<file path="config.mk">
export PLATFORM = sky130hd
export DESIGN_NAME = bsc_chain
export DESIGN_NICKNAME = d
export VERILOG_FILES = /design/src/hdl/bsc_pkg.sv /design/src/hdl/bsc_chain.sv /design/src/hdl/bsc_sync.sv
export SDC_FILE = /design/constraint.sdc
export NUM_CORES = 1
export LEC_CHECK = 0
export BUFFER_PORTS_ARGS = -buffer_cell sky130_fd_sc_hd__clkbuf_2
export CAP_MARGIN = 20
export CORE_MARGIN = 2
export CORE_UTILIZATION = 38
export DETAILED_ROUTE_END_ITERATION = 8
export PLACE_DENSITY_LB_ADDON = 0.12
export SYNTH_ARGS = -nofsm -noshare
export SYNTH_HDL_FRONTEND = slang
export SYNTH_HIERARCHICAL = 1
export SYNTH_SLANG_ARGS = --single-unit
</file>
<file path="constraint.sdc">
create_clock -name core_clk_i -period 3.37 [get_ports core_clk_i]
set_input_delay 0.5055 -clock core_clk_i [delete_from_list [all_inputs] [get_ports core_clk_i]]
set_output_delay 0.5055 -clock core_clk_i [all_outputs]
set_load 0.05 [all_outputs]
</file>
<file path="src/hdl/bsc_pkg.sv">
package bsc_pkg;

  // instruction register
  localparam int          IR_W          = 4;
  localparam logic [3:0]  OP_EXTEST     = 4'h0;
  localparam logic [3:0]  OP_IDCODE     = 4'h1;
  localparam logic [3:0]  OP_SAMPLE     = 4'h2;
  localparam logic [3:0]  OP_CORE_RESET = 4'hC;
  localparam logic [3:0]  OP_BYPASS     = 4'hF;
  localparam logic [3:0]  IR_CAPTURE    = 4'h1;

  // identification word layout
  localparam int          ID_W          = 32;
  localparam int          VER_W         = 4;
  localparam int          PART_W        = 16;
  localparam int          MFR_W         = 11;
  localparam logic [3:0]  ID_VERSION    = 4'h0;
  localparam logic [15:0] ID_PART       = 16'h1234;
  localparam logic [10:0] ID_MFR        = 11'h055;

  // chain geometry
  localparam int          NPINS         = 8;
  localparam int          NOSC          = 2;
  localparam int          PIN_CELLS     = 3;
  localparam int          CHAIN_W       = NPINS * PIN_CELLS + 2 + NOSC * 2;
  localparam int          RST_BASE      = NPINS * PIN_CELLS;
  localparam int          OSC_BASE      = RST_BASE + 2;

  // core reset hold time after release
  localparam int          CLK_MHZ       = 10;
  localparam int          RST_TIMEOUT_US = 65;
  localparam int          RST_TIMEOUT_CYC = RST_TIMEOUT_US * CLK_MHZ;
  localparam logic [15:0] RST_TIMEOUT_N = 16'(RST_TIMEOUT_CYC);

  typedef enum logic [3:0] {
    TEST_LOGIC_RESET, RUN_TEST_IDLE, SELECT_DR, CAPTURE_DR, SHIFT_DR, EXIT1_DR,
    PAUSE_DR, EXIT2_DR, UPDATE_DR, SELECT_IR, CAPTURE_IR, SHIFT_IR, EXIT1_IR,
    PAUSE_IR, EXIT2_IR, UPDATE_IR
  } bsc_tap_e;

  // port pin as seen by the chain
  typedef struct packed {
    logic pullup_enable;
    logic output_control;
    logic output_data;
  } bsc_pin_drive_s;

  // tap pins after synchronisation
  typedef struct packed {
    logic tck;
    logic tms;
    logic tdi;
  } bsc_tap_pins_s;

endpackage

</file>
<file path="src/hdl/bsc_chain.sv">
`timescale 1ns/100ps
module bsc_chain
  import bsc_pkg::*;
#(
  parameter logic [15:0] RESET_TIMEOUT = RST_TIMEOUT_N
) (
  // clock and reset
  input  wire logic                  core_clk_i,
  input  wire logic                  rst_n_i,
  // tap pins
  input  wire logic                  tck_i,
  input  wire logic                  tms_i,
  input  wire logic                  tdi_i,
  output logic                       tdo_o,
  output logic                       tdo_oe_o,
  // port logic, already resolved after alternate functions
  input  wire logic                  global_pullup_disable_i,
  input  wire logic [NPINS-1:0]      direction_bit_i,
  input  wire logic [NPINS-1:0]      port_output_bit_i,
  // pad levels
  input  wire logic [NPINS-1:0]      pin_input_value_i,
  input  wire logic                  low_voltage_reset_observe_i,
  input  wire logic                  high_voltage_reset_observe_i,
  input  wire logic [NOSC-1:0]       osc_enable_i,
  input  wire logic [NOSC-1:0]       osc_clock_i,
  // pad drive
  output bsc_pin_drive_s [NPINS-1:0] pad_drive_o,
  output logic [NOSC-1:0]            osc_enable_o,
  // core reset request
  output logic                       core_reset_o
);
  bsc_tap_pins_s tap_sync;
  logic          tck_d_reg, tck_d_next;
  logic          rise, fall;
  bsc_tap_e      state_reg, state_next;
  logic [IR_W-1:0] ir_sh_reg, ir_sh_next, ir_reg, ir_next;
  logic [ID_W-1:0] id_sh_reg, id_sh_next;
  logic [CHAIN_W-1:0] bs_sh_reg, bs_sh_next, bs_up_reg, bs_up_next;
  logic          byp_reg, byp_next, rstbit_reg, rstbit_next;
  logic          tdo_reg, tdo_next, oe_reg, oe_next;
  logic [15:0]   tmo_reg, tmo_next;
  logic          core_rst_reg, core_rst_next;
  bsc_pin_drive_s [NPINS-1:0] drv_reg, drv_next;
  logic [NOSC-1:0] osc_en_reg, osc_en_next;
  logic [CHAIN_W-1:0] cap;
  logic [ID_W-1:0]    id_word;
  logic          sel_bs, sel_id, sel_rst, sel_byp, dr_out;

  // tck sampled like any pin; edges found on the core clock
  bsc_sync #(.W(3)) u_sync (
    .core_clk_i (core_clk_i),
    .rst_n_i    (rst_n_i),
    .async_i    ({tck_i, tms_i, tdi_i}),
    .sync_o     (tap_sync)
  );

  // previous synchronised tck level; reset low matches the idle pin, so no false edge
  always_comb begin
    tck_d_next = tap_sync.tck;
  end

  assign rise = tap_sync.tck & ~tck_d_reg;
  assign fall = ~tap_sync.tck & tck_d_reg;
  assign id_word = {ID_VERSION, ID_PART, ID_MFR, 1'b1};

  // data register select; unassigned opcodes fall to bypass
  always_comb begin
    sel_bs  = (ir_reg == OP_EXTEST) || (ir_reg == OP_SAMPLE);
    sel_id  = (ir_reg == OP_IDCODE);
    sel_rst = (ir_reg == OP_CORE_RESET);
    sel_byp = !(sel_bs || sel_id || sel_rst);
  end

  // capture vector: real pad levels, resolved port logic
  always_comb begin
    cap = '0;
    for (int i = 0; i < NPINS; i++) begin
      // pullup = ~pud & ~dir & port
      cap[i*PIN_CELLS]     = ~global_pullup_disable_i & ~direction_bit_i[i] & port_output_bit_i[i];
      // three-stage pin cell: pullup, control, then data/input shared stage
      cap[i*PIN_CELLS + 1] = direction_bit_i[i];
      cap[i*PIN_CELLS + 2] = pin_input_value_i[i];
    end
    cap[RST_BASE]     = low_voltage_reset_observe_i;
    cap[RST_BASE + 1] = high_voltage_reset_observe_i;
    for (int k = 0; k < NOSC; k++) begin
      cap[OSC_BASE + 2*k]     = osc_enable_i[k];
      cap[OSC_BASE + 2*k + 1] = osc_clock_i[k];
    end
  end

  // tap state machine on tck rising edges
  always_comb begin
    state_next = state_reg;
    if (rise) begin
      case (state_reg)
        TEST_LOGIC_RESET: state_next = tap_sync.tms ? TEST_LOGIC_RESET : RUN_TEST_IDLE;
        RUN_TEST_IDLE:    state_next = tap_sync.tms ? SELECT_DR : RUN_TEST_IDLE;
        SELECT_DR:        state_next = tap_sync.tms ? SELECT_IR : CAPTURE_DR;
        CAPTURE_DR:       state_next = tap_sync.tms ? EXIT1_DR : SHIFT_DR;
        SHIFT_DR:         state_next = tap_sync.tms ? EXIT1_DR : SHIFT_DR;
        EXIT1_DR:         state_next = tap_sync.tms ? UPDATE_DR : PAUSE_DR;
        PAUSE_DR:         state_next = tap_sync.tms ? EXIT2_DR : PAUSE_DR;
        EXIT2_DR:         state_next = tap_sync.tms ? UPDATE_DR : SHIFT_DR;
        UPDATE_DR:        state_next = tap_sync.tms ? SELECT_DR : RUN_TEST_IDLE;
        SELECT_IR:        state_next = tap_sync.tms ? TEST_LOGIC_RESET : CAPTURE_IR;
        CAPTURE_IR:       state_next = tap_sync.tms ? EXIT1_IR : SHIFT_IR;
        SHIFT_IR:         state_next = tap_sync.tms ? EXIT1_IR : SHIFT_IR;
        EXIT1_IR:         state_next = tap_sync.tms ? UPDATE_IR : PAUSE_IR;
        PAUSE_IR:         state_next = tap_sync.tms ? EXIT2_IR : PAUSE_IR;
        EXIT2_IR:         state_next = tap_sync.tms ? UPDATE_IR : SHIFT_IR;
        UPDATE_IR:        state_next = tap_sync.tms ? SELECT_DR : RUN_TEST_IDLE;
        default:          state_next = TEST_LOGIC_RESET;
      endcase
    end
  end

  // instruction register; idcode whenever the tap is reset
  always_comb begin
    ir_sh_next = ir_sh_reg;
    ir_next    = ir_reg;
    if (rise) begin
      case (state_reg)
        TEST_LOGIC_RESET: ir_next = OP_IDCODE;
        CAPTURE_IR:       ir_sh_next = IR_CAPTURE;
        SHIFT_IR:         ir_sh_next = {tap_sync.tdi, ir_sh_reg[IR_W-1:1]};
        UPDATE_IR:        ir_next = ir_sh_reg;
        default:          ir_next = ir_reg;
      endcase
    end
  end

  // data registers: capture, shift, update per selection
  always_comb begin
    id_sh_next  = id_sh_reg;
    bs_sh_next  = bs_sh_reg;
    bs_up_next  = bs_up_reg;
    byp_next    = byp_reg;
    rstbit_next = rstbit_reg;
    if (rise) begin
      case (state_reg)
        CAPTURE_DR: begin
          if (sel_id) begin
            id_sh_next = id_word;
          end else if (sel_bs) begin
            bs_sh_next = cap;
          end else if (sel_byp) begin
            byp_next = 1'b0;
          end
          // core reset bit keeps its value here
        end
        SHIFT_DR: begin
          if (sel_id) begin
            id_sh_next = {tap_sync.tdi, id_sh_reg[ID_W-1:1]};
          end else if (sel_bs) begin
            bs_sh_next = {tap_sync.tdi, bs_sh_reg[CHAIN_W-1:1]};
          end else if (sel_rst) begin
            rstbit_next = tap_sync.tdi;
          end else begin
            byp_next = tap_sync.tdi;
          end
        end
        UPDATE_DR: begin
          if (sel_bs) begin
            bs_up_next = bs_sh_reg;
          end
        end
        default: bs_up_next = bs_up_reg;
      endcase
    end
  end

  // serial output changes on the falling tck edge
  always_comb begin
    if (state_reg == SHIFT_IR) begin
      dr_out = ir_sh_reg[0];
    end else if (sel_id) begin
      dr_out = id_sh_reg[0];
    end else if (sel_bs) begin
      dr_out = bs_sh_reg[0];
    end else if (sel_rst) begin
      dr_out = rstbit_reg;
    end else begin
      dr_out = byp_reg;
    end
    tdo_next = tdo_reg;
    oe_next  = oe_reg;
    if (fall) begin
      tdo_next = dr_out;
      oe_next  = (state_reg == SHIFT_DR) || (state_reg == SHIFT_IR);
    end
  end

  // pad drive: latches reach pins only under extest, from the moment it is loaded
  always_comb begin
    for (int i = 0; i < NPINS; i++) begin
      if (ir_reg == OP_EXTEST) begin
        drv_next[i].pullup_enable  = bs_up_reg[i*PIN_CELLS];
        drv_next[i].output_control = bs_up_reg[i*PIN_CELLS + 1];
        drv_next[i].output_data    = bs_up_reg[i*PIN_CELLS + 2];
      end else begin
        drv_next[i].pullup_enable  = ~global_pullup_disable_i & ~direction_bit_i[i] & port_output_bit_i[i];
        drv_next[i].output_control = direction_bit_i[i];
        drv_next[i].output_data    = port_output_bit_i[i];
      end
    end
    for (int k = 0; k < NOSC; k++) begin
      osc_en_next[k] = (ir_reg == OP_EXTEST) ? bs_up_reg[OSC_BASE + 2*k] : osc_enable_i[k];
    end
  end

  // core reset: held while the bit is one, then the timeout runs
  always_comb begin
    tmo_next      = tmo_reg;
    core_rst_next = core_rst_reg;
    if (rstbit_reg) begin
      tmo_next      = RESET_TIMEOUT;
      core_rst_next = 1'b1;
    end else if (tmo_reg != 16'h0000) begin
      tmo_next      = tmo_reg - 16'h0001;
      core_rst_next = 1'b1;
    end else begin
      core_rst_next = 1'b0;
    end
  end

  // one register stage for everything above; the reset bit is not reset by the tap
  always_ff @(posedge core_clk_i) begin
    if (!rst_n_i) begin
      tck_d_reg    <= 1'b0;
      state_reg    <= TEST_LOGIC_RESET;
      ir_sh_reg    <= '0;
      ir_reg       <= OP_IDCODE;
      id_sh_reg    <= '0;
      bs_sh_reg    <= '0;
      bs_up_reg    <= '0;
      byp_reg      <= 1'b0;
      rstbit_reg   <= 1'b0;
      tdo_reg      <= 1'b0;
      oe_reg       <= 1'b0;
      tmo_reg      <= 16'h0000;
      core_rst_reg <= 1'b0;
      drv_reg      <= '0;
      osc_en_reg   <= '0;
    end else begin
      tck_d_reg    <= tck_d_next;
      state_reg    <= state_next;
      ir_sh_reg    <= ir_sh_next;
      ir_reg       <= ir_next;
      id_sh_reg    <= id_sh_next;
      bs_sh_reg    <= bs_sh_next;
      bs_up_reg    <= bs_up_next;
      byp_reg      <= byp_next;
      rstbit_reg   <= rstbit_next;
      tdo_reg      <= tdo_next;
      oe_reg       <= oe_next;
      tmo_reg      <= tmo_next;
      core_rst_reg <= core_rst_next;
      drv_reg      <= drv_next;
      osc_en_reg   <= osc_en_next;
    end
  end

  assign tdo_o        = tdo_reg;
  assign tdo_oe_o     = oe_reg;
  assign pad_drive_o  = drv_reg;
  assign osc_enable_o = osc_en_reg;
  assign core_reset_o = core_rst_reg;
endmodule

</file>
<file path="src/hdl/bsc_sync.sv">
`timescale 1ns/100ps
// two-flop synchroniser for a group of pins
module bsc_sync #(
  parameter int W = 1
) (
  input  wire logic         core_clk_i,
  input  wire logic         rst_n_i,
  input  wire logic [W-1:0] async_i,
  output logic      [W-1:0] sync_o
);
  logic [W-1:0] meta_reg;
  logic [W-1:0] meta_next;
  logic [W-1:0] sync_reg;
  logic [W-1:0] sync_next;

  // first stage feeds only the second
  always_comb begin
    meta_next = async_i;
    sync_next = meta_reg;
  end

  always_ff @(posedge core_clk_i) begin
    if (!rst_n_i) begin
      meta_reg <= '0;
      sync_reg <= '0;
    end else begin
      meta_reg <= meta_next;
      sync_reg <= sync_next;
    end
  end

  assign sync_o = sync_reg;
endmodule

</file>
Word level (Yosys, flattened, before mapping)
Cells that the tools add are included.
{ "op_classes": {"addsub": 1, "n_mux": 48, "n_bitwise": 32, "eq_ne": 28, "n_reduce_logical": 22} }
{ "op_table": {"columns": ["op", "n"], "rows": [
  ["$mux 30", 4],
  ["$mux 32", 2],
  ["$pmux 32 s2", 1],
  ["$pmux 30 s2", 1],
  ["$pmux 4 s12", 1],
  ["$eq 4x4->1 const B", 9],
  ["$mux 3", 10],
  ["$mux 10", 2],
  ["$ne 2x2->1 const B", 10],
  ["$and 1x1->1", 18],
  ["$mux 1", 17],
  ["$eq 4x3->1 const B", 4],
  ["$mux 4", 4],
  ["$pmux 4 s2", 2],
  ["$reduce_bool 16->1", 1],
  ["$sub 16x1->16 const B", 1],
  ["$not 1->1", 14],
  ["$eq 4x2->1 const B", 3],
  ["$eq 4x1->1 const B", 2],
  ["$logic_not 4->1", 2],
  ["$reduce_and 8->1", 1],
  ["$reduce_bool 2->1", 4],
  ["$mux 2", 3],
  ["$reduce_and 6->1", 1],
  ["other kinds (8)", 14]
]} }
{ "totals": {"input_bits": 36, "out_inout_bits": 29, "register_bits": 157} }

Logic depth before layout (Yosys ltp)
Gate-level depths: netlist (run 1).
{ "depth": {"depth_word": 8, "ltp_mapped": 7, "depth_no_buf": 6} }

Modules after synthesis
Netlist (run 1), hierarchy kept.
{ "modules_own_cells": {"columns": ["mod", "cells_each", "area_each_um2", "n_inst", "seq_area_each_um2"], "rows": [
  ["bsc_chain", 775, 6163.4, 1, 2962.8],
  ["bsc_sync", 12, 157.7, 1, 120.1]
]} }

Worst setup path before layout (run 1)
OpenSTA, ideal clock, no wires.
{ "synth_path": {"path_kind": "reg2reg", "from": "reg ir_reg[1]", "to": "reg id_sh_reg[10]", "t_arrival_ns": 1.736, "stages_incl_launch_ff": 7, "path_slack_ns": 1.506, "required_ns": 3.242, "path_buffers": 2, "period_less_slack_ns": 1.864, "path_cell_list": "dfxtp_1 -> or4b_1 -> a2111o_1 -> buf_2 -> buf_1 -> nand3_1 -> o21ai_0"} }
{ "synth_via": {"elab_chain_len": 3} }
{ "synth_lines": {"columns": ["element", "line", "rtl"], "rows": [
  ["start: declaration", "bsc_chain.sv:36", "logic [IR_W-1:0] ir_sh_reg, ir_sh_next, ir_reg, ir_next;"],
  ["start signal: assignment", "bsc_chain.sv:249", "ir_reg <= ir_next;"],
  ["$eq 4x1->1 *", "bsc_chain.sv:69", "sel_id = (ir_reg == OP_IDCODE);"],
  ["$ne 2x2->1 (no line)", null, null],
  ["$reduce_and 4->1 (no line) *", null, null],
  ["end signal: assignment", "bsc_chain.sv:250", "id_sh_reg <= id_sh_next;"],
  ["end: declaration", "bsc_chain.sv:37", "logic [ID_W-1:0] id_sh_reg, id_sh_next;"]
]} }
Every way passes the cells marked *; elsewhere a longest branch is shown, timed or not.
A chain may end at the register's enable or synchronous reset.

Worst setup path after layout (run 1)
{ "layout_path": {"from": "reg state_reg[2]", "to": "reg bs_sh_reg[18]"} }
{ "layout_via": {"elab_chain_len": 3} }
{ "layout_lines": {"columns": ["element", "line", "rtl"], "rows": [
  ["start: declaration", "bsc_chain.sv:35", "bsc_tap_e state_reg, state_next;"],
  ["start signal: assignment", "bsc_chain.sv:247", "state_reg <= state_next;"],
  ["$eq 4x2->1 / $eq 4x3->1 (equally long branches)", "bsc_chain.sv:141", "case (state_reg)"],
  ["$ne 2x2->1 (no line) / $reduce_bool 2->1 (equally long branches)", null, null],
  ["$reduce_and 6->1 (no line)", null, null],
  ["end signal: assignment", "bsc_chain.sv:251", "bs_sh_reg <= bs_sh_next;"],
  ["end: declaration", "bsc_chain.sv:38", "logic [CHAIN_W-1:0] bs_sh_reg, bs_sh_next, bs_up_reg, bs_up_next;"]
]} }
Several ways; a longest one is shown, not always the timed one.

==> out/results.md, run 1 <==
| Parameter | Value |
| --- | --- |
| Worst path required time | 3680 ps |
| Starting DRT DRC Count | 306 |
| Endpoint arrival time on the critical path | 2880 ps |
| Setup total negative slack | 0 ps |
| Pin slew with the least headroom to its limit | 857 ps |
| Number of sinks on the clock net | 154 |
| Post-CTS Setup Repair Bufs | 0 |
| Die boundary height | 133 µm |
| Number of resized instances in the post-cts repair step | 0 |
| Portion of the clock cycle consumed by the worst path in the final layout | 76.4% |
| Routed Wire Length | 14.8 mm |
| Family with the most delay on the worst path | flip-flops |
| Via-to-Cell Ratio | 5.31 |
| Sequential-to-total area share from yosys stat | 48.8% |
| Total track usage | 17.1% |
| Area enclosed by the die boundary | 0.0177 mm² |
| Part of the power in combinational logic | 15.5% |
| Storage element area | 0.00308 mm² |
| Wire length of the first global-routing pass | 24.7 mm |
| TritonCTS clock tree | built |
| Setup Viol. Count Final | 0 |
| Commonest non-fill, non-tap cell in the layout | sky130_fd_sc_hd__nand2_1 |
| Setup repair after global routing missed its margin | no |
| Port-buffer cells | 64 |
| CP peak stage delay | 680 ps |
| Worst-case hold slack | 290 ps |
| Highest-delay cell along the critical path | sky130_fd_sc_hd__dfxtp_1 |
| Critical Path End Type | flop |
| Buffer type at the clock tree root | sky130_fd_sc_hd__clkbuf_16 |
| Top fanout value on the critical path | 60 |
| Antenna diode count | 0 |
| WL per Instance | 14.0 µm |
| Count of fill cells added during filler insertion | 1,672 |
| Status | complete, no violations |
| VDD IR max | 0.000327 V |
| Most frequently used flop master after synthesis | sky130_fd_sc_hd__dfxtp_1 |
| Placement Rows | 47 |
| YS warnings | 6 |
| Maximum Capacitance Violations | 0 |
| Worst setup path class | flop to flop |
| Fraction of layout cells with a size suffix above 1 | 13.8% |
| Critical Path Start Type | flop |
| Count of hold buffers inserted by post-cts repair | 0 |
| Seq cells post-synth | 154 |
| Last weighted congestion value of the routability-driven placer | 0.854 |
| Clock network power share | 41.6% |
| Vias | 5,592 |
| Mean area per synthesized cell | 8.03 µm² |
| Switch Pwr | 1280 µW |
| Number of antenna violations at the first check in global routing | 0 |
| Worst path cell trace | or3b_1 -> a2111oi_4 -> buf_4 -> nor2_1 -> a311oi_1 |
| Multi-input logic area | 0.00297 mm² |
| Starting Density | 38.5% |
| Number of nets at the end of the flow | 859 |
| Achievable clock frequency | 0.389 GHz |
| Number of global-route vias before repair | 5,008 |
| Post-Synthesis Net Count | 825 |
| Post-synth EDFFs | 0 |
| Async SR Flop Fraction | 0% |
| Chip width | 133 µm |
| Buffers and inverters on the worst path | 1 |
| P_leak | 0.00267 µW |
| Syn Inst Count | 787 |
| Half-perimeter wire length after placement | 9.60 mm |
| Remaining Overflow, GRT | 0 |
| Most frequent cells in the layout | 184 x sky130_fd_sc_hd__nand2_1, 154 x sky130_fd_sc_hd__dfxtp_1, 66 x sky130_fd_sc_hd__a21oi_1 |
| Residual DRC | 0 |
| H-tree depth reported by CTS | 4 |
| Power per cell area | 632 mW/mm² |
| Number of flip-flops under the largest register name | 32 |
| Number of buffers created by CTS | 17 |
| Number of placed I/O pins | 65 |
| Number of nets with antenna violations after routing | 0 |
| Rel. slew slack | 42.8% |
| HP Class | primary input to flop |
| Count of final hold-check violations | 0 |
| Internal power of the cells | 3400 µW |
| Crit path time final | 2570 ps |
| Number of distinct library cell variants in the gate-level netlist after synthesis | 55 |
| Synthesized area | 0.00632 mm² |
| Largest net degree at the start of global routing | 73 |
| Sequential share of power | 42.9% |
| Total core area | 0.0164 mm² |
| Number of buffers on the longest clock path | 2 |
| Number of iterations in the first detailed-routing pass | 5 |
| Layout area overhead | 17.2% |
| Worst setup skew after layout | 7.89 ps |
| Reg clk slew, reported paths | 60 ps |
| Clock latency on the worst-skew pair | 410 ps |
| Sw Ratio | 27.4% |
| Max Transition Viols Final | 0 |
==> Yosys cell counts, types with 4 or more instances <==
master                     instances  area share (%)
sky130_fd_sc_hd__clkbuf_1         51             3.0
sky130_fd_sc_hd__or4_1             5            0.59
sky130_fd_sc_hd__nor3b_1          11             1.3
sky130_fd_sc_hd__mux2i_1           6            0.95
sky130_fd_sc_hd__nor3_1           12            0.95
sky130_fd_sc_hd__o21ai_0          50             4.0
sky130_fd_sc_hd__nand3_1          61             4.8
sky130_fd_sc_hd__nor2_1           42             2.5
sky130_fd_sc_hd__nor2b_1           4            0.40
sky130_fd_sc_hd__dfxtp_1         154              49
sky130_fd_sc_hd__and2_1            8            0.79
sky130_fd_sc_hd__buf_1             6            0.36
sky130_fd_sc_hd__a21oi_1          66             5.2
sky130_fd_sc_hd__a22oi_1           4            0.48
sky130_fd_sc_hd__nand4_1           4            0.40
sky130_fd_sc_hd__nor4_1            7            0.69
sky130_fd_sc_hd__nand2_1         184              11
sky130_fd_sc_hd__buf_2             5            0.40
sky130_fd_sc_hd__inv_1            10            0.59
sky130_fd_sc_hd__a31oi_1           5            0.49
sky130_fd_sc_hd__or3_1             8            0.79
sky130_fd_sc_hd__a311oi_1         32             4.4
==> logic make-up after synthesis <==
| family | after synthesis | synth area share, % |
|---|---|---|
| AO/OA/AOI/OAI | 186 | 18.7 |
| XOR/XNOR | 1 | 0.139 |
| adder cells (fa/ha/maj) | 2 | 0.396 |
| buffers and inverters | 73 | 4.43 |
| flip-flops | 154 | 48.8 |
| multiplexers | 6 | 0.950 |
| AND/OR/NAND/NOR | 365 | 26.6 |
==> worst paths after layout <==
path	startpoint	end	slack, ps	cells after the start
worst max-delay path	state_reg[2]	bs_sh_reg[18]	800	5
worst min-delay path	tms_i	u_sync/meta_reg[1]	290	2
worst max register to register	state_reg[2]	bs_sh_reg[18]	800	5
worst min register to register	u_sync/meta_reg[1]	u_sync/sync_o[1]	440	1
==> final cells by class <==
cell class,count,share of cell area (%)
clock inverter,11,1.93
clock buffer,21,6.35
inverter,11,0.557
multi-input combinational,560,40.1
tap,220,3.72
sequential,154,41.6
timing repair buffer,77,5.74
==> power by group through the flow <==
stage                     Combinational [µW]  Clock [µW]  Sequential, µW
after floorplan                          498           0            2090
after detailed placement                 722           0            2040
after global placement                   709           0            2040
after CTS                                724        2000            2010
final                                    726        1950            2010
after global routing                     807        2080            2020
==> per-stage QoR <==
step	utilization (%)	instance area [µm²]	power [µW]	setup WS (ps)	instances
floorplan	-	6320	2590	1510	787
global placement	41.3	6780	2750	961	1021
detailed placement	41.4	6790	2770	854	1022
CTS	45.1	7410	4730	825	1054
global route	45.1	7410	4910	559	1054
finish	45.1	7410	4680	796	1054
==> per-layer routing <==
layer	share of wire (%)	track usage, %
met3	4.1	4.33
met2	46	27.5
met5	0	0
met1	49	22.6
met4	0.95	5.02
(Power assumes the default switching activity.)
==> inputs of run 2 (changes only) <==
- clock period: 3.37 -> 2.6 ns (I/O delays scaled with it)
==> run 2 against run 1 <==
Effect of this change: sequential share of layout area shrank 0.098 points; cell area grew 0.24%; clock power grew 18%; via count is essentially flat; non-clock buffer count grew 3; first-iteration DRC count grew 29%; hold slack lost 110 ps; die area is the same; flip-flop and latch count is the same; setup slack lost 270 ps.
==> out/results.md, run 2 (synthesis gave the netlist of run 1 again) <==
| Parameter | Value | Change |
| --- | --- | --- |
| Status | complete, no violations | unchanged |
| Setup total negative slack | 0 ps | unchanged |
| Post-CTS Setup Repair Bufs | 0 | unchanged |
| Placement-stage worst setup slack | 544 ps | was 854 ps |
| Worst setup skew after layout | 8.81 ps | was 7.89 ps |
| Via-to-Cell Ratio | 5.29 | was 5.31 |
| Die boundary height | 133 µm | unchanged |
| Cell count of the worst hold path | 2 | unchanged |
| Number of iterations in the first detailed-routing pass | 5 | unchanged |
| P_leak | 0.00267 µW | about the same |
| Fraction of layout cells with a size suffix above 1 | 14.1% | was 13.8% |
| Reg clk slew, reported paths | 70 ps | was 60 ps |
| H-tree depth reported by CTS | 4 | unchanged |
| Critical Path End Type | flop | unchanged |
| Most frequent cells in the layout | 184 x sky130_fd_sc_hd__nand2_1, 154 x sky130_fd_sc_hd__dfxtp_1, 66 x sky130_fd_sc_hd__a21oi_1 | unchanged |
| Hold wc startpoint | tms_i | unchanged |
| Chip width | 133 µm | unchanged |
| Critical Path Start Type | flop | unchanged |
| Rel. slew slack | 50.7% | was 42.8% |
| Number of flip-flops under the largest register name | 32 | unchanged |
| Final non-filler cell total | 1,057 | was 1,054 |
| Area of placed instances | 0.00687 mm² | was 0.00679 mm² |
| Maximum Capacitance Violations | 0 | unchanged |
| Number of cells after detailed placement | 1,025 | was 1,022 |
| Total design power | 5870 µW | was 4680 µW |
| Crit Reg-Reg Endpoint | id_sh_reg[22] | was bs_sh_reg[18] |
| Count of final hold-check violations | 0 | unchanged |
| Number of resized instances in the post-cts repair step | 0 | unchanged |
| Number of global-route vias before repair | 5,304 | was 5,008 |
| Layout area overhead | 17.5% | was 17.2% |
| Buffer type at the clock tree root | sky130_fd_sc_hd__clkbuf_16 | unchanged |
| Top fanout value on the critical path | 54 | was 60 |
| Worst setup path class | flop to flop | unchanged |
| Worst path required time | 2900 ps | was 3680 ps |
| Remaining Overflow, GRT | 0 | unchanged |
| Source of the worst register-to-register timing path | ir_reg[1] | was state_reg[2] |
| Residual DRC | 0 | unchanged |
| Number of nets at the end of the flow | 862 | was 859 |
| Total track usage | 17.6% | was 17.1% |
| Number of cell instances on the worst register-to-register path | 5 | unchanged |
| Endpoint arrival time on the critical path | 2370 ps | was 2880 ps |
| Commonest non-fill, non-tap cell in the layout | sky130_fd_sc_hd__nand2_1 | unchanged |
| HP Class | primary input to flop | unchanged |
| Placement Rows | 47 | unchanged |
| Area enclosed by the die boundary | 0.0177 mm² | unchanged |
| TritonCTS clock tree | built | unchanged |
| Number of antenna violations at the first check in global routing | 0 | unchanged |
| Total core area | 0.0164 mm² | unchanged |
| Largest net degree at the start of global routing | 90 | was 73 |
| Portion of the clock cycle consumed by the worst path in the final layout | 79.7% | was 76.4% |
| WL per Instance | 14.4 µm | was 14.0 µm |
| End point of the worst hold path | u_sync/meta_reg[1] | unchanged |
| Number of placed I/O pins | 65 | unchanged |
| Power per cell area | 791 mW/mm² | was 632 mW/mm² |
| Setup Viol. Count Final | 0 | unchanged |
| Amount of wire on met2 after detailed routing | 7.03 mm | was 6.87 mm |
| Max Transition Viols Final | 0 | unchanged |
| Pin slew with the least headroom to its limit | 729 ps | was 857 ps |
| Half-perimeter wire length after placement | 9.50 mm | was 9.60 mm |
| Max layer used | met4 | unchanged |
| CP peak stage delay | 570 ps | was 680 ps |
| Setup repair after global routing missed its margin | no | unchanged |
| Highest-delay cell along the critical path | sky130_fd_sc_hd__or4b_1 | was sky130_fd_sc_hd__dfxtp_1 |
| Wire length the detailed router placed on met1 | 7.42 mm | was 7.19 mm |
| Number of sinks on the clock net | 154 | unchanged |
| Number of buffers on the longest clock path | 2 | unchanged |
| Number of nets with antenna violations after routing | 0 | unchanged |
| Starting Density | 38.5% | unchanged |
| Port-buffer cells | 64 | unchanged |
| Clock latency on the worst-skew pair | 420 ps | was 410 ps |
| Achievable clock frequency | 0.483 GHz | was 0.389 GHz |
| Wire length on met3 | 509 µm | was 608 µm |
| Wire length of the first global-routing pass | 25.5 mm | was 24.7 mm |
| Antenna diode count | 0 | unchanged |
| Area of all placed cells without fillers | 0.00742 mm² | was 0.00741 mm² |
| Vias | 5,594 | was 5,592 |
| Crit path setup slack, layout | 528 ps | was 796 ps |
| Number of buffers created by CTS | 17 | unchanged |
| Last weighted congestion value of the routability-driven placer | 0.827 | was 0.854 |
| Count of hold buffers inserted by post-cts repair | 0 | unchanged |
| Crit path time final | 2070 ps | was 2570 ps |
| Start point of the critical path | ir_reg[1] | was state_reg[2] |
| Starting DRT DRC Count | 395 | was 306 |
| Worst path cell trace | or4b_1 -> a2111o_1 -> buf_12 -> nand3_1 -> o21ai_0 | was or3b_1 -> a2111oi_4 -> buf_4 -> nor2_1 -> a311oi_1 |
| Register-to-register setup slack | 530 ps | was 800 ps |
| Routed Wire Length | 15.2 mm | was 14.8 mm |
| VDD IR max | 0.000441 V | was 0.000327 V |
-- run 2: worst max path at each step --
stage,cells past startpoint,endpoint
after floorplan,6,id_sh_reg[10]
after global placement,5,id_sh_reg[31]
after detailed placement,5,id_sh_reg[22]
after CTS,5,id_sh_reg[22]
after global routing,6,tmo_reg[14]
final,5,id_sh_reg[22]
-- run 2: layout make-up --
type / instances / area (µm²)
flip-flops and latches: 154 / 3080
repair buffers: 80 / 503
multi-input cells: 560 / 2970
inverters: 11 / 41.3
clock buffers: 19 / 443
clock inverters: 13 / 110
well taps: 220 / 275
fillers: 1653 / 8980
-- run 2: report_power, final --
| part | internal [µW] | leakage, µW | switching, µW |
|---|---|---|---|
| logic | 352 | 0.00115 | 614 |
| registers | 2480 | 0.00125 | 111 |
| clock network | 1270 | 0.000261 | 1040 |
| total | 4110 | 0.00267 | 1770 |
-- run 2: through the flow --
| step | utilization (%) | hold WS, ps |
|---|---|---|
| 2_1_floorplan | - | 412 |
| 3_3_place_gp | 41.9 | 415 |
| 3_5_place_dp | 41.9 | 420 |
| 4_1_cts | 45.3 | 161 |
| 5_1_grt | 45.3 | 178 |
| 6_report | 45.3 | 177 |
-- run 2: per-layer routing --
metal | vias to the layer above | global-route usage, %
li1 | 2852 | -
met2 | 115 | 28.1
met5 | - | 0
met3 | 21 | 3.37
met4 | 0 | 7.41
met1 | 2606 | 23.3
-- run 2: worst max-delay path: cells and delay by family, from the launching register on --
kind,cells,cell delay (ps)
compound gates,2,670
buf+inv,1,250
flops,1,360
simple gates,2,670
==> inputs of run 3 (changes only) <==
- ABC_AREA: not set -> 1
- clock period: 2.6 -> 1.72 ns (I/O delays scaled with it)
==> run 3 against run 2 <==
Effect of this change: first-iteration DRC count is 34% lower; setup slack worse by 430 ps; fmax is 28% higher; clock-buffer cell count is 2 higher; routed wire length is 1.2% higher; largest power group unchanged; utilization is 1.5 points higher; clock skew is 2.2 ps lower; largest cell class unchanged; highest routed layer unchanged; combinational power is 86% higher.
==> out/results.md, run 3 <==
| Parameter | Value | Change |
| --- | --- | --- |
| Number of cells after detailed placement | 1,137 | was 1,025 |
| Mean area per synthesized cell | 7.34 µm² | was 8.03 µm² |
| YS warnings | 6 | unchanged |
| Max Transition Viols Final | 0 | unchanged |
| TritonCTS clock tree | built | unchanged |
| WL per Instance | 13.1 µm | was 14.4 µm |
| Number of sinks on the clock net | 154 | unchanged |
| Last weighted congestion value of the routability-driven placer | 0.829 | was 0.827 |
| Count of final hold-check violations | 0 | unchanged |
| Routed Wire Length | 15.4 mm | was 15.2 mm |
| Syn Inst Count | 878 | was 787 |
| Buffers and inverters on the worst path | 3 | was 1 |
| Worst-case hold slack | 15.4 ps | was 177 ps |
| Half-perimeter wire length after placement | 9.53 mm | was 9.50 mm |
| Top fanout value on the critical path | 26 | was 54 |
| Number of placed I/O pins | 65 | unchanged |
| Portion of the clock cycle consumed by the worst path in the final layout | 94.3% | was 79.7% |
| Number of nets at the end of the flow | 977 | was 862 |
| Most frequently used flop master after synthesis | sky130_fd_sc_hd__dfxtp_1 | unchanged |
| Power per cell area | 1240 mW/mm² | was 791 mW/mm² |
| Residual DRC | 0 | unchanged |
| Post-Route Utilization | 46.7% | was 45.3% |
| Endpoint arrival time on the critical path | 1930 ps | was 2370 ps |
| Post-Synthesis Net Count | 916 | was 825 |
| Total core area | 0.0166 mm² | was 0.0164 mm² |
| Setup Viol. Count Final | 0 | unchanged |
| Worst path cell trace | inv_2 -> nor2_2 -> nand2_2 -> nor3_4 -> buf_4 -> clkbuf_16 -> a21oi_1 | was or4b_1 -> a2111o_1 -> buf_12 -> nand3_1 -> o21ai_0 |
| Post-synth EDFFs | 0 | unchanged |
| Placement Rows | 47 | unchanged |
| Seq cells post-synth | 154 | unchanged |
| Vias | 5,598 | was 5,594 |
| Port-buffer cells | 64 | unchanged |
| Number of iterations in the first detailed-routing pass | 5 | unchanged |
| Critical Path Start Type | flop | unchanged |
| Area of placed instances | 0.00708 mm² | was 0.00687 mm² |
| Number of buffers created by CTS | 17 | unchanged |
| Highest-delay cell along the critical path | sky130_fd_sc_hd__dfxtp_2 | was sky130_fd_sc_hd__or4b_1 |
| Number of buffers on the longest clock path | 2 | unchanged |
| Final non-filler cell total | 1,171 | was 1,057 |
| Worst setup path class | flop to flop | unchanged |
| Number of antenna violations at the first check in global routing | 0 | unchanged |
| Layout area overhead | 20.1% | was 17.5% |
| Largest net degree at the start of global routing | 84 | was 90 |
| Commonest non-fill, non-tap cell in the layout | sky130_fd_sc_hd__nand2_1 | unchanged |
| Library cell with the highest instance count after synthesis | sky130_fd_sc_hd__nand2_1 | unchanged |
| Number of cell instances on the worst register-to-register path | 7 | was 5 |
| Remaining Overflow, GRT | 0 | unchanged |
| Multi-input logic area | 0.00278 mm² | was 0.00297 mm² |
| Via-to-Cell Ratio | 4.78 | was 5.29 |
| Async SR Flop Fraction | 0% | unchanged |
| Number of flip-flops under the largest register name | 32 | unchanged |
| Synthesized area | 0.00645 mm² | was 0.00632 mm² |
| Clock latency on the worst-skew pair | 430 ps | was 420 ps |
| Reg clk slew, reported paths | 60 ps | was 70 ps |
| Total track usage | 17.1% | was 17.6% |
| Critical Path End Type | flop | unchanged |
| Fraction of layout cells with a size suffix above 1 | 14.6% | was 14.1% |
| Achievable clock frequency | 0.616 GHz | was 0.483 GHz |
| Buffer type at the clock tree root | sky130_fd_sc_hd__clkbuf_16 | unchanged |
| Storage element area | 0.00309 mm² | was 0.00308 mm² |
| Die boundary height | 134 µm | was 133 µm |
| Family with the most delay on the worst path | simple AND/OR/NAND/NOR gates | unchanged |
| Number of distinct library cell variants in the gate-level netlist after synthesis | 34 | was 55 |
| Antenna diode count | 0 | unchanged |
| Chip width | 134 µm | was 133 µm |
| HP Class | primary input to flop | unchanged |
| Area enclosed by the die boundary | 0.0180 mm² | was 0.0177 mm² |
| Number of global-route vias before repair | 5,148 | was 5,304 |
| Starting DRT DRC Count | 260 | was 395 |
| Crit path time final | 1620 ps | was 2070 ps |
| Maximum Capacitance Violations | 0 | unchanged |
| Critical Path Stages | 7 | was 5 |
| CP peak stage delay | 380 ps | was 570 ps |
| Setup total negative slack | 0 ps | unchanged |
| Wire length of the first global-routing pass | 24.7 mm | was 25.5 mm |
| Setup repair after global routing missed its margin | no | unchanged |
| Count of fill cells added during filler insertion | 1,730 | was 1,653 |
| Most frequent cells after synthesis | 156 x sky130_fd_sc_hd__nand2_1, 154 x sky130_fd_sc_hd__dfxtp_1, 129 x sky130_fd_sc_hd__o21ai_0 | was 184 x sky130_fd_sc_hd__nand2_1, 154 x sky130_fd_sc_hd__dfxtp_1, 66 x sky130_fd_sc_hd__a21oi_1 |
| Area of all placed cells without fillers | 0.00775 mm² | was 0.00742 mm² |
| H-tree depth reported by CTS | 4 | unchanged |
| Worst setup skew after layout | 6.65 ps | was 8.81 ps |
| Number of nets with antenna violations after routing | 0 | unchanged |
| Area share of the largest cell type after synthesis | 47.8% | was 48.8% |
| Cell count of the worst hold path | 3 | was 2 |
| Rel. slew slack | 74.9% | was 50.7% |
| Most area-consuming cells after synthesis | sky130_fd_sc_hd__dfxtp_1 48%, sky130_fd_sc_hd__o21ai_0 10%, sky130_fd_sc_hd__nand2_1 9.1% | was sky130_fd_sc_hd__dfxtp_1 49%, sky130_fd_sc_hd__nand2_1 11%, sky130_fd_sc_hd__a21oi_1 5.2% |
| Starting Density | 38.9% | was 38.5% |
| P_leak | 0.00338 µW | was 0.00267 µW |
| Pin slew with the least headroom to its limit | 377 ps | was 729 ps |
| Status | complete, no violations | unchanged |
| Most frequent cells in the layout | 156 x sky130_fd_sc_hd__nand2_1, 151 x sky130_fd_sc_hd__dfxtp_1, 129 x sky130_fd_sc_hd__o21ai_0 | was 184 x sky130_fd_sc_hd__nand2_1, 154 x sky130_fd_sc_hd__dfxtp_1, 66 x sky130_fd_sc_hd__a21oi_1 |
| Sequential-to-total area share from yosys stat | 47.8% | was 48.8% |
| VDD IR max | 0.000746 V | was 0.000441 V |
| Biggest area consumer among synthesized cells | sky130_fd_sc_hd__dfxtp_1 | unchanged |
| Worst path required time | 2030 ps | was 2900 ps |
==> run 3: per-layer routing <==
| metal | wire length [µm] | GRT usage [%] |
|---|---|---|
| met1 | 7870 | 22.7 |
| met2 | 6750 | 26.9 |
| met3 | 544 | 4.20 |
| met4 | 227 | 6.73 |
| met5 | 0 | 0 |
==> run 3: cell type report <==
type | instances | share of cell area, %
Tap cell | 220 | 3.55
Sequential cell | 154 | 39.8
Clock buffer | 21 | 5.94
Timing Repair Buffer | 91 | 8.69
Clock inverter | 10 | 1.82
Inverter | 88 | 4.26
Multi-Input combinational cell | 587 | 35.9
==> run 3: final timing paths <==
kind	slack, ps	from	to
worst max register to register	100	state_reg[3]	bs_up_reg[26]
worst max-delay path	100	state_reg[3]	bs_up_reg[26]
worst min-delay path	20	tdi_i	u_sync/meta_reg[0]
worst min register to register	420	u_sync/meta_reg[1]	u_sync/sync_o[1]
==> run 3: stage by stage <==
| step | setup WS (ps) | power (µW) |
|---|---|---|
| after CTS | 62.4 | 9660 |
| after detailed placement | 76.2 | 5800 |
| after floorplan | 258 | 5360 |
| after global placement | 131 | 5800 |
| after global routing | 1.11 | 10100 |
| final | 97.5 | 9570 |
==> run 3: what timing repair did <==
| action | CTS | global route |
|---|---|---|
| buffers inserted | 0 | 1 |
| endpoints found under the setup margin | 0 | 45 |
| resized for setup | 0 | 3 |
| hold buffers | 0 | 0 |
==> run 3: cell families (layout without fill, tap and decap cells) <==
kind of cell	count (synthesis)	in the layout	share of synthesized area, %
AOI/OAI and AO/OA	254	254	20.5
xor gates and xnor gates	12	12	1.63
adders and majority gates	2	2	0.388
buffers and inverters	137	210	9.08
DFF	154	154	47.8
and+or+nand+nor	319	319	20.6
==> run 3: tightest hold or removal path, delay by kind of cell <==
family                 cells  cell delay (ps)
buffers and inverters      2              120
and+or+nand+nor            1               40
==> run 3: report_power, final <==
group / total (µW) / internal [µW] / switching, µW / leakage [µW]
clock: 3850 / 2360 / 1490 / 0.000290
sequential: 3920 / 3770 / 150 / 0.00125
combinational: 1800 / 671 / 1130 / 0.00184
